### src/hdl/cfp_consts.vh
// Constants for the configuration controller power-on reset and restart block
// Notes on behaviour
// - Three-bit page select picks one of eight images
// - Top select bit is MSB; default page zero
// - Optional external clock drives configuration clock
// - Delay select low 100 ms, high 2 ms
// - Hold reset until supply stable and delay expired
// - Shared enable held low extends reset
// - Reset at power-up and on supply dropout
// - FPGA status low forces reset
// - Missing done after all data restarts
// - Flash accessed sixteen bits wide, word mode
// - Done high at enable rise means idle
// - Idle left only by power cycle
`ifndef CFP_CONSTS_VH
`define CFP_CONSTS_VH

// ----------------------------------------------------------------------
// Timing
// ----------------------------------------------------------------------
`define CFP_CLK_HZ        20000000
`define CFP_LONG_MS       100
`define CFP_SHORT_MS      2
`define CFP_LONG_CYC      ((`CFP_CLK_HZ / 1000) * `CFP_LONG_MS)
`define CFP_SHORT_CYC     ((`CFP_CLK_HZ / 1000) * `CFP_SHORT_MS)
`define CFP_CNT_W         22

// ----------------------------------------------------------------------
// Fields and levels
// ----------------------------------------------------------------------
`define CFP_PAGE_W        3
`define CFP_PAGE_DEF      3'h0
`define CFP_WORD_MODE     1'b1
`define CFP_DONE_WAIT     16'h0010

// ----------------------------------------------------------------------
// States
// ----------------------------------------------------------------------
`define CFP_ST_POR        3'h0
`define CFP_ST_REL        3'h1
`define CFP_ST_CFG        3'h2
`define CFP_ST_CHK        3'h3
`define CFP_ST_RUN        3'h4
`define CFP_ST_IDLE       3'h5
`define CFP_ST_RST        3'h6

`endif

### src/hdl/cfp_sync.v
// Two flip-flop synchroniser for one level from outside the clock domain
module cfp_sync #(
    parameter RST_VAL = 1'b0
) (
    input  wire mclk,
    input  wire rst_b,
    input  wire din,
    output wire dout
);
    reg s1_q;  // First stage, read only by second stage
    reg s2_q;  // Stable stage

    // ----------------------------------------------------------------------
    // Chain
    // ----------------------------------------------------------------------
    always @(posedge mclk or negedge rst_b) begin
        if (!rst_b) begin
            s1_q <= RST_VAL;
            s2_q <= RST_VAL;
        end else begin
            s1_q <= din;
            s2_q <= s1_q;
        end
    end
    assign dout = s2_q;
endmodule

### src/hdl/cfp_delay.v
// Power-on delay counter with two selectable terminal counts
`include "cfp_consts.vh"
module cfp_delay #(
    parameter LONG_CYC  = `CFP_LONG_CYC,
    parameter SHORT_CYC = `CFP_SHORT_CYC
) (
    input  wire mclk,
    input  wire rst_b,
    input  wire run,
    input  wire short_sel,
    output wire expired
);
    // Terminal values worked out at full width, then cut to the counter
    localparam [31:0]           LONG_M1  = LONG_CYC - 1;
    localparam [31:0]           SHORT_M1 = SHORT_CYC - 1;
    localparam [`CFP_CNT_W-1:0] LONG_T   = LONG_M1[`CFP_CNT_W-1:0];
    localparam [`CFP_CNT_W-1:0] SHORT_T  = SHORT_M1[`CFP_CNT_W-1:0];

    reg  [`CFP_CNT_W-1:0] cnt_q;   // Cycles counted so far
    reg                   exp_q;   // Terminal reached
    wire [`CFP_CNT_W-1:0] term;    // Selected terminal count

    assign term = short_sel ? SHORT_T : LONG_T;

    // ----------------------------------------------------------------------
    // Count while run; restart from zero when run drops
    // ----------------------------------------------------------------------
    always @(posedge mclk or negedge rst_b) begin
        if (!rst_b) begin
            cnt_q <= {`CFP_CNT_W{1'b0}};
            exp_q <= 1'b0;
        end else if (!run) begin
            cnt_q <= {`CFP_CNT_W{1'b0}};
            exp_q <= 1'b0;
        end else if (cnt_q >= term) begin
            exp_q <= 1'b1;
        end else begin
            cnt_q <= cnt_q + {{(`CFP_CNT_W-1){1'b0}}, 1'b1};
        end
    end
    assign expired = exp_q;
endmodule

### src/hdl/cfp_por_ctrl.v
// Power-on reset and restart controller top level
`include "cfp_consts.vh"
module cfp_por_ctrl #(
    parameter LONG_CYC  = `CFP_LONG_CYC,
    parameter SHORT_CYC = `CFP_SHORT_CYC,
    parameter CLK_DIV   = 2
) (
    input  wire                   mclk,
    input  wire                   rst_b,
    input  wire                   supply_good,
    input  wire                   reset_delay_select,
    input  wire [`CFP_PAGE_W-1:0] image_page_select,
    input  wire                   use_external_clock,
    input  wire                   external_clock_input,
    input  wire                   oe_in,
    output wire                   oe_out,
    output wire                   oe_oe_b,
    input  wire                   fpga_status_low,
    input  wire                   configuration_complete,
    input  wire                   data_done,
    input  wire                   serial_data_in,
    output reg                    serial_data_out,
    output reg                    configuration_clock_output,
    output reg  [`CFP_PAGE_W-1:0] active_page,
    output reg                    cfg_active,
    output reg                    por_complete,
    output reg                    cfg_error,
    output reg                    idle_locked,
    output wire                   flash_word_mode
);
    // ----------------------------------------------------------------------
    // Synchronised pins
    // ----------------------------------------------------------------------
    wire sup_s;     // Supply good
    wire sel_s;     // Delay select
    wire oe_s;      // Shared enable line level
    wire sts_s;     // FPGA status, active low
    wire done_s;    // Configuration complete
    wire ext_s;     // External clock level
    wire [`CFP_PAGE_W-1:0] page_s;
    wire dlast_s;   // Last data word sent marker

    // Every pin passes two flops before the sequencer reads it
    // Reset level 0: the shared line is pulled low then, so no false rise
    // Supply monitor level
    cfp_sync #(.RST_VAL(1'b0)) u_sup (
        .mclk  (mclk),
        .rst_b (rst_b),
        .din   (supply_good),
        .dout  (sup_s)
    );
    // Delay select level
    cfp_sync #(.RST_VAL(1'b0)) u_sel (
        .mclk  (mclk),
        .rst_b (rst_b),
        .din   (reset_delay_select),
        .dout  (sel_s)
    );
    // Shared line level as seen on the board
    cfp_sync #(.RST_VAL(1'b0)) u_oe (
        .mclk  (mclk),
        .rst_b (rst_b),
        .din   (oe_in),
        .dout  (oe_s)
    );
    // FPGA status asserted
    cfp_sync #(.RST_VAL(1'b0)) u_sts (
        .mclk  (mclk),
        .rst_b (rst_b),
        .din   (fpga_status_low),
        .dout  (sts_s)
    );
    // Configuration done level
    cfp_sync #(.RST_VAL(1'b0)) u_done (
        .mclk  (mclk),
        .rst_b (rst_b),
        .din   (configuration_complete),
        .dout  (done_s)
    );
    // External clock; its edges are found after the second flop
    cfp_sync #(.RST_VAL(1'b0)) u_ext (
        .mclk  (mclk),
        .rst_b (rst_b),
        .din   (external_clock_input),
        .dout  (ext_s)
    );
    // Last-word marker from the data source
    cfp_sync #(.RST_VAL(1'b0)) u_dl (
        .mclk  (mclk),
        .rst_b (rst_b),
        .din   (data_done),
        .dout  (dlast_s)
    );

    // Page bits may settle a cycle apart; the wait state re-latches each cycle
    genvar gi;
    generate
        for (gi = 0; gi < `CFP_PAGE_W; gi = gi + 1) begin : g_pg
            cfp_sync #(.RST_VAL(1'b0)) u_pg (
                .mclk  (mclk),
                .rst_b (rst_b),
                .din   (image_page_select[gi]),
                .dout  (page_s[gi])
            );
        end
    endgenerate

    // ----------------------------------------------------------------------
    // State
    // ----------------------------------------------------------------------
    reg  [2:0]  st_q;      // Sequencer state
    reg  [2:0]  st_d;
    reg         hold_q;    // We drive the shared line low
    reg         hold_d;
    reg         sup_ok_q;  // Supply level last cycle, for dropout detect
    reg         oe_prev_q; // Line level last cycle, for rise detect
    reg  [15:0] wait_q;    // Done wait after last data
    reg  [7:0]  div_q;     // Internal clock divider
    reg         ext_prev_q;
    reg         cfg_tick;  // One configuration clock edge this cycle
    wire        dly_exp;   // Delay counter expired
    wire        oe_rise;   // Shared line rising
    wire        in_por;    // Counting phase

    // Decodes shared by several processes
    assign in_por  = (st_q == `CFP_ST_POR);
    assign oe_rise = oe_s & ~oe_prev_q;

    // Counter only runs once supply is stable: ramp time adds to delay
    // Delay select reaches the counter only through its synchroniser
    cfp_delay #(.LONG_CYC(LONG_CYC), .SHORT_CYC(SHORT_CYC)) u_dly (
        .mclk(mclk),
        .rst_b(rst_b),
        .run(in_por & sup_s),
        .short_sel(sel_s),
        .expired(dly_exp)
    );

    // Open-drain line: enable low means we pull it low
    assign oe_out  = 1'b0;
    assign oe_oe_b = ~hold_q;
    // Word mode is fixed: the flash is always read sixteen bits wide
    assign flash_word_mode = `CFP_WORD_MODE;

    // ----------------------------------------------------------------------
    // Sequencer next state
    // ----------------------------------------------------------------------
    // Counting phase first, then a wait for the line to rise. Done high
    // at the rise means the FPGA is absent or already loaded: fall idle
    // for good. Otherwise send data; after the last word the done level
    // is watched for a short window and a miss pulls the line one cycle.
    // Status low overrides every state but idle and the counting phase,
    // so an FPGA that is still powering up cannot shorten the delay.
    // A supply dropout overrides everything, idle included, since it is
    // the power cycle that idle waits for.
    always @* begin
        // Stay put unless a branch below moves on
        st_d   = st_q;
        hold_d = hold_q;
        case (st_q)
            `CFP_ST_POR: begin
                // Pull the line low until the counter expires
                hold_d = 1'b1;
                if (dly_exp) begin
                    st_d   = `CFP_ST_REL;
                    hold_d = 1'b0;
                end
            end
            `CFP_ST_REL: begin
                // External holder keeps us waiting while line is low
                if (oe_rise) begin
                    if (done_s)
                        st_d = `CFP_ST_IDLE;
                    else
                        st_d = `CFP_ST_CFG;
                end
            end
            `CFP_ST_CFG: begin
                // Line pulled by the board or FPGA: abandon the frame
                if (!oe_s)
                    st_d = `CFP_ST_REL;
                else if (dlast_s)
                    st_d = `CFP_ST_CHK;
            end
            `CFP_ST_CHK: begin
                // Done seen in the window: FPGA is in user mode
                if (done_s)
                    st_d = `CFP_ST_RUN;
                else if (wait_q == `CFP_DONE_WAIT) begin
                    st_d   = `CFP_ST_RST;
                    hold_d = 1'b1;
                end
            end
            `CFP_ST_RUN: begin
                // User mode lasts until the line drops again
                if (!oe_s)
                    st_d = `CFP_ST_REL;
            end
            `CFP_ST_IDLE: begin
                st_d = `CFP_ST_IDLE;
            end
            `CFP_ST_RST: begin
                // One cycle pull, then release and wait for the line
                hold_d = 1'b0;
                st_d   = `CFP_ST_REL;
            end
            default: begin
                st_d   = `CFP_ST_POR;
                hold_d = 1'b1;
            end
        endcase
        // FPGA status low: back to released wait, no data out
        if (sts_s && st_q != `CFP_ST_IDLE && st_q != `CFP_ST_POR) begin
            st_d   = `CFP_ST_REL;
            hold_d = 1'b0;
        end
        // Supply dropout after stable restarts power-on reset
        if (sup_ok_q && !sup_s) begin
            st_d   = `CFP_ST_POR;
            hold_d = 1'b1;
        end
    end

    // ----------------------------------------------------------------------
    // Sequencer registers
    // ----------------------------------------------------------------------
    always @(posedge mclk or negedge rst_b) begin
        if (!rst_b) begin
            st_q       <= `CFP_ST_POR;
            hold_q     <= 1'b1;
            sup_ok_q   <= 1'b0;
            oe_prev_q  <= 1'b0;
            wait_q     <= 16'h0000;
        end else begin
            st_q      <= st_d;
            hold_q    <= hold_d;
            oe_prev_q <= oe_s;
            // Last supply level, so a dropout is seen as an edge
            if (sup_s)
                sup_ok_q <= 1'b1;
            else
                sup_ok_q <= 1'b0;
            // Done window counts only while checking
            if (st_q == `CFP_ST_CHK)
                wait_q <= wait_q + 16'h0001;
            else
                wait_q <= 16'h0000;
        end
    end

    // ----------------------------------------------------------------------
    // Configuration clock source: internal divider or external edges
    // ----------------------------------------------------------------------
    always @(posedge mclk or negedge rst_b) begin
        if (!rst_b) begin
            div_q      <= 8'h00;
            ext_prev_q <= 1'b0;
            cfg_tick   <= 1'b0;
        end else begin
            ext_prev_q <= ext_s;
            // Divider and tick run free; the outputs use the tick only in the configuring state
            if (div_q >= CLK_DIV[7:0] - 8'h01)
                div_q <= 8'h00;
            else
                div_q <= div_q + 8'h01;
            // Switching source mid-frame may give one short clock phase
            if (use_external_clock)
                cfg_tick <= ext_s ^ ext_prev_q;
            else
                cfg_tick <= (div_q >= CLK_DIV[7:0] - 8'h01);
        end
    end

    // ----------------------------------------------------------------------
    // Outputs; clock and data toggle only while configuring
    // ----------------------------------------------------------------------
    always @(posedge mclk or negedge rst_b) begin
        if (!rst_b) begin
            configuration_clock_output <= 1'b0;
            serial_data_out            <= 1'b0;
            active_page                <= `CFP_PAGE_DEF;
            cfg_active                 <= 1'b0;
            por_complete               <= 1'b0;
            cfg_error                  <= 1'b0;
            idle_locked                <= 1'b0;
        end else begin
            // Status outputs lag the state by one cycle
            cfg_active   <= (st_q == `CFP_ST_CFG);
            por_complete <= ~in_por;
            idle_locked  <= (st_q == `CFP_ST_IDLE);
            // Sticky, so a host can see that an attempt failed
            if (st_q == `CFP_ST_RST)
                cfg_error <= 1'b1;
            else if (st_q == `CFP_ST_RUN || in_por)
                cfg_error <= 1'b0;
            // Page follows the pins only while waiting for the line
            if (st_q == `CFP_ST_REL)
                active_page <= page_s;
            // Data changes as the clock falls, so it is steady at the rise
            if (st_q == `CFP_ST_CFG && cfg_tick) begin
                configuration_clock_output <= ~configuration_clock_output;
                if (configuration_clock_output)
                    serial_data_out <= serial_data_in;
            end else if (st_q != `CFP_ST_CFG) begin
                configuration_clock_output <= 1'b0;
                serial_data_out            <= 1'b0;
            end
        end
    end
endmodule

### config.mk
export PLATFORM = sky130hd
export DESIGN_NAME = cfp_por_ctrl
export DESIGN_NICKNAME = d
export VERILOG_FILES = /design/src/hdl/cfp_sync.v /design/src/hdl/cfp_delay.v /design/src/hdl/cfp_por_ctrl.v
export VERILOG_INCLUDE_DIRS = /design/src /design/src/hdl
export SDC_FILE = /design/constraint.sdc
export NUM_CORES = 1
export LEC_CHECK = 0
export BUFFER_PORTS_ARGS = -buffer_cell sky130_fd_sc_hd__buf_4
export CAP_MARGIN = 20
export CELL_PAD_IN_SITES_DETAIL_PLACEMENT = 1
export CELL_PAD_IN_SITES_GLOBAL_PLACEMENT = 1
export CORE_AREA = 2 2 129 68
export CTS_BUF_LIST = sky130_fd_sc_hd__clkbuf_2 sky130_fd_sc_hd__clkbuf_4 sky130_fd_sc_hd__clkbuf_8
export CTS_CLUSTER_SIZE = 12
export DETAILED_ROUTE_END_ITERATION = 7
export DIE_AREA = 0 0 131 70
export PLACE_DENSITY_LB_ADDON = 0.25
export SKIP_CTS_REPAIR_TIMING = 1
export SLEW_MARGIN = 0
export SYNTH_ARGS = -nofsm -noshare
export SYNTH_HDL_FRONTEND = slang
export SYNTH_HIERARCHICAL = 1
export SYNTH_SLANG_ARGS = --single-unit
### constraint.sdc
create_clock -name mclk -period 6.3 [get_ports mclk]
set_clock_uncertainty 0.2 [all_clocks]
set_input_delay 0 -clock mclk [delete_from_list [all_inputs] [get_ports mclk]]
set_output_delay 0 -clock mclk [all_outputs]
set_load 0.02 [all_outputs]
==> results of run 1 <==
per-layer routing:
metal | vias to the layer above | global-route usage (%) | share of wire, % | routed length, µm
li1 | 1340 | - | - | -
met4 | 0 | 5.56 | 0.70 | 65
met1 | 1434 | 33.7 | 51 | 4750
met5 | - | 0 | 0 | 0
met2 | 49 | 31.1 | 44 | 4100
met3 | 6 | 5.44 | 3.8 | 349
cell type report:
type                       instances  area [µm²]  area share (%)
clock inverter                     5        42.5           0.929
clock buffer                      11         151            3.31
timing repair buffer              40         348            7.60
inverter                          16        60.1            1.31
multi-input combinational        253        1730            37.7
tap                              117         146            3.20
sequential                        84        2100            46.0
worst paths after layout:
path	start	endpoint	slack, ps
hold reg to reg	u_dl/s1_q	u_dl/dout	160
setup / recovery	u_sel/dout	u_dly/cnt_q[12]	3450
setup reg to reg	u_sel/dout	u_dly/cnt_q[12]	3450
max in group asynchronous	rst_b	active_page[0]	4760
hold / removal	data_done	u_dl/s1_q	90
min in group asynchronous	rst_b	hold_q	530
power by group through the flow:
stage          Combinational [µW]  Clock [µW]  Sequential, µW
6_report                     46.4         373             558
5_1_grt                      52.7         401             559
4_1_cts                      38.3         381             558
3_5_place_dp                 37.9           0             569
3_3_place_gp                 35.4           0             567
2_1_floorplan                16.7           0             566
logic make-up (layout without fill, tap and decap cells):
family                     count (synthesis)  in the layout
AOI/OAI and AO/OA                         42             42
xor gates and xnor gates                  13             13
adders and majority gates                 13             13
buffers and inverters                     29             72
DFF                                       84             84
muxes                                     23             23
other                                      2              7
and+or+nand+nor                          155            155
flip-flops by register name (all words and copies together) (netlist names), 3 cells and up:
signal / flops
wait_q: 16
st_q: 3
div_q: 8
g_pg.u_pg/s1_q: 3
active_page: 3
g_pg.u_pg/dout: 3
u_dly/cnt_q: 22
stage by stage:
step | hold slack, ps | utilization, % | cells | instance area, µm²
6_report | 87.1 | 55.4 | 526 | 4580
5_1_grt | 71.2 | 55.4 | 526 | 4580
4_1_cts | -614 | 53.5 | 511 | 4420
3_5_place_dp | -217 | 51.1 | 495 | 4220
3_3_place_gp | -220 | 51.1 | 495 | 4220
2_1_floorplan | -496 | - | 366 | 3960
cell usage in the layout (no fill, tap or decap), drive strengths merged, types with 2 or more instances in the layout:
master and n:
clkbuf 11, nand2 34, xnor2 6, buf 26
nor2 17, o21a 2, nor4b 3, mux2 4
nand4b 3, nor2b 6, and4 4, nand3 14
a211oi 5, nand4 12, conb 7, mux2i 19
nor4 8, o31ai 2, nand2b 15, clkinv 2
ha 13, o21ai 8, dlygate4sd3 14, and2 9
nor3b 4, a31oi 2, nor3 3, or3 7
inv 18, a21oi 14, xor2 7, and3 9
dfrtp 83
==> results.yml, run 1 <==
grt:
  grt_max_degree: 51
  antenna_found_initial: 0
  grt_usage_pct: 22.0
  overflow: 0
  grt_pass1_vias: 2875
  grt_pass1_wl_um: 15300
sta:
  rsz0062_at_grt: "no"
  setup_slack_ps: 3450
  post-route-period-util_pct: 45.2
  worst-slew-pin-transition_ps: 755
  fin_crit_ps: 2850
  setup-tns-final_ps: 0
  hold_viol_final: 0
  slew_headroom_pct: 49.2
  drv_slew: 0
  setup_viol: 0
  max_freq_ghz: 0.351
worst_setup_path:
  setup.worst_path.class: "reg2reg"
  crit_path_cell_trace: "inv_1 > ha_1 > a211oi_1 > o211ai_1 > a211oi_4 > and3_1 > mux2i_1"
  cpMaxStageDelayCell: "a211oi_4"
  max_stage_delay_ps: 690
  worst-r2r-cell-count: 7
  cp.depth: 7
  crit_family: "compound AO/OA/AOI/OAI gates"
  path_buf_inv: 1
  worstPathRequired_ps: 6380
  cp-end-kind: "flip-flop"
  cp_max_fo: 17
  cp.arrival_ps: 2930
  critPathLaunchType: "flip-flop"
cts:
  cts_root_buffer: "clkbuf_8"
  clockBufferDepth: 2
  cts_made_buffers: 9
  clk_latency_ps: 360
  clkTransAtPathRegs_ps: 90
  cts_tree: "done"
  cts.sink_count: 84
  cts_htree_levels: 3
finish:
  final_net_count: 431
  nFillCells: 894
  drive_above_1_share_pct: 14.7
  antennaDiodeCount: 0
  area_delta_synth_final_pct: 16.3
yosys:
  synth-seq-cells: 84
  synth_top_family_by_area: "simple AND/OR/NAND/NOR gates"
  ys_types: 58
  netlist.area_leader.share_pct: 52.8
  synth_area_leader_cell: "dfrtp_1"
  synth_edf_count: 0
  synth-compound-area-share_pct: 7.47
  synthMuxAreaShare_pct: 5.98
  synthFlopType: "dfrtp_1"
  postSynthCellCount: 361
  synth_xor_area_share_pct: 2.89
  synth-adder-area-share_pct: 4.13
  synth_area_per_cell_um2: 10.9
  async_flop_share_pct: 100
  yosysWarnings: 6
  yosys.area_share.simple_pct: 22.6
  synthTopCellsByArea: "dfrtp_1 53%, mux2i_1 4.8%, ha_1 4.1%, nand2_1 3.2%, nand2b_1 2.4%"
  yosysMostFrequentCell: "dfrtp_1"
  seq_area_frac_synth_pct: 53.4
  synth.top_cells.by_count: "83 x dfrtp_1, 34 x nand2_1, 19 x mux2i_1"
  syn_area_mm2: 0.00394
run_status:
  status: "finished, final reports clean"
floorplan:
  initial_core_util_pct: 47.7
  die_w_um: 131
  coreArea_mm2: 0.00826
  dieArea_mm2: 0.00917
  die_h_um: 70
  ios: 26
  rows: 24
route:
  firstDrtPassIters: 4
  vias: 2829
  viasPerCell: 5.38
  drc: 0
  totalWireLength_um: 9260
  wire_per_inst_um: 17.6
  first_iter_violations: 169
  antenna_left: 0
pwr:
  pwr-share-seq_pct: 57.1
  p_total_uw: 977
  powerDensity_mw_per_mm2: 213
  vdd_drop_max_mv: 0.131
  power_frac_comb_pct: 4.8
  pwr-share-clk_pct: 38.1
  p_leak_uw: 0.00214
  swShare_pct: 24.3
  intPower_uw: 739
  power_switching_uw: 238
min_path:
  holdPathStages: 2
  hold_path_class: "in2reg"
placed_design:
  pre_cts_ws_ps: 3460
  post-dp-hpwl_um: 6460
  portBuffers: 23
  gp_congestion: 0.837
run:
  maxCapViolCount: 0
Power figures use the tool's default switching activity.
==> run 2: changes to the inputs <==
Settings changed: CORE_AREA 2 2 129 68 to 2 2 136 72, DIE_AREA 0 0 131 70 to 0 0 138 74.
Clock period 6.3 ns to 2.6 ns, I/O delays scaled along.
==> results.yml, run 2 (same netlist as run 1, synthesis figures left out) <==
cts:
  clockBufferDepth: 2
  cts_htree_levels: 3
  cts_made_buffers: 9
  clk_latency_ps: 370
  cts.sink_count: 84
  clkTransAtPathRegs_ps: 90
  cts_root_buffer: "clkbuf_8"
  cts_tree: "done"
worst_setup_path:
  cp.depth: 7
  path_buf_inv: 1
  cp_max_fo: 15
  critPathLaunchType: "flip-flop"
  cpMaxStageDelayCell: "a211oi_2"
  cp-end-kind: "flip-flop"
  cp.arrival_ps: 2540
  max_stage_delay_ps: 580
  crit_path_cell_trace: "ha_1 > nand4b_1 > a211oi_2 > a211oi_4 > buf_12 > and3_1 > o21a_1"
  crit_family: "compound AO/OA/AOI/OAI gates"
  worst-r2r-cell-count: 7
  setup.worst_path.class: "reg2reg"
  worstPathRequired_ps: 2660
  ff2ff_setup_slack_ps: 120
sta:
  hold_viol_final: 0
  slew_headroom_pct: 55.2
  worst-slew-pin-transition_ps: 671
  setup-tns-final_ps: 0
  post-route-period-util_pct: 95.2
  rsz0062_at_grt: "no"
  setup_viol: 0
  drv_slew: 0
  max_freq_ghz: 0.404
  fin_crit_ps: 2480
route:
  wire_per_inst_um: 18.0
  wl_met3_um: 344
  vias: 2896
  totalWireLength_um: 9670
  dr_wl_met2_um: 4230
  viasPerCell: 5.40
  antenna_left: 0
  firstDrtPassIters: 4
  routed.top_layer: "met4"
  met1Wirelength_um: 5000
  drc: 0
  first_iter_violations: 177
finish:
  final_common_cell: "dfrtp_1"
  area_delta_synth_final_pct: 18.8
  antennaDiodeCount: 0
  final_net_count: 437
  reg_top3: "u_dly/cnt_q: 22 flops, wait_q: 16 flops, div_q: 8 flops"
  largest-register: "u_dly/cnt_q"
  most-common-layout-cells: "82 x dfrtp_1, 34 x nand2_1, 29 x buf_4, 19 x mux2i_1"
  largest_reg_flops: 22
  drive_above_1_share_pct: 16.4
pwr:
  vdd_drop_max_mv: 0.332
  p_total_uw: 2450
  p_leak_uw: 0.00218
  powerDensity_mw_per_mm2: 524
run_status:
  status: "finished, final reports clean"
placed_design:
  gp_congestion: 0.917
  post-dp-hpwl_um: 6200
  portBuffers: 23
run:
  maxCapViolCount: 0
floorplan:
  coreArea_mm2: 0.00907
  rows: 25
  initial_core_util_pct: 43.4
  ios: 26
  dieArea_mm2: 0.0102
  die_h_um: 74
  die_w_um: 138
grt:
  grt_usage_pct: 19.3
  antenna_found_initial: 0
  grt_pass1_wl_um: 15300
  grt_max_degree: 85
  overflow: 0
  grt_pass1_vias: 2953
min_path:
  holdPathStages: 2
  hold_path_class: "in2reg"
-- run 2: cell count changes in the layout (fill, tap and decap cells not counted), sizes merged --
cell | previous run | this run
clkinv | 2 | 3
bufinv | 0 | 1
clkbuf | 11 | 10
inv | 18 | 17
buf | 26 | 32
-- run 2: area by class of cell --
cell class	instances	area [µm²]
well taps	121	151
fillers	981	4390
flip-flops and latches	84	2100
repair buffers	46	418
inverters	16	60.1
multi-input cells	253	1740
clock buffers	10	131
clock inverters	6	72.6
-- run 2: worst reg2reg max path, cell delays in order (launching register included) --
cell and delay, ps:
dfrtp_2 460, ha_1 340, nand4b_1 170, a211oi_2 580
a211oi_4 90, buf_12 190, and3_1 180, o21a_1 160
-- run 2: final timing paths --
kind | from | end
worst max-delay path | u_sel/dout | u_dly/cnt_q[4]
worst min-delay path | oe_in | u_oe/s1_q
worst max register to register | u_sel/dout | u_dly/cnt_q[4]
worst min register to register | g_pg[0].u_pg/s1_q | g_pg[0].u_pg/dout
max in group asynchronous | rst_b | hold_q
min in group asynchronous | rst_b | active_page[2]
-- run 2: per-stage QoR --
stage / instances / instance area, µm² / hold slack, ps / util (%) / setup slack (ps)
after global placement: 504 / 4280 / -90.8 / 47.2 / 158
after detailed placement: 504 / 4280 / -89.5 / 47.2 / 23.1
after CTS: 520 / 4480 / -485 / 49.4 / 4.09
final: 536 / 4680 / 77.8 / 51.6 / 124
after floorplan: 366 / 3960 / -496 / - / 238
after global routing: 536 / 4680 / 64.5 / 51.6 / 24.0
-- run 2: metal layers --
metal | up-vias | GRT usage [%]
met2 | 48 | 27.8
met1 | 1481 | 28.7
met4 | 0 | 5.56
met3 | 11 | 5.54
met5 | - | 0
li1 | 1356 | -
-- run 2: power breakdown --
| group | internal, µW | total, µW | switching [µW] |
|---|---|---|---|
| clock network | 463 | 985 | 522 |
| registers | 1330 | 1350 | 18.9 |
| logic | 50.9 | 115 | 63.7 |
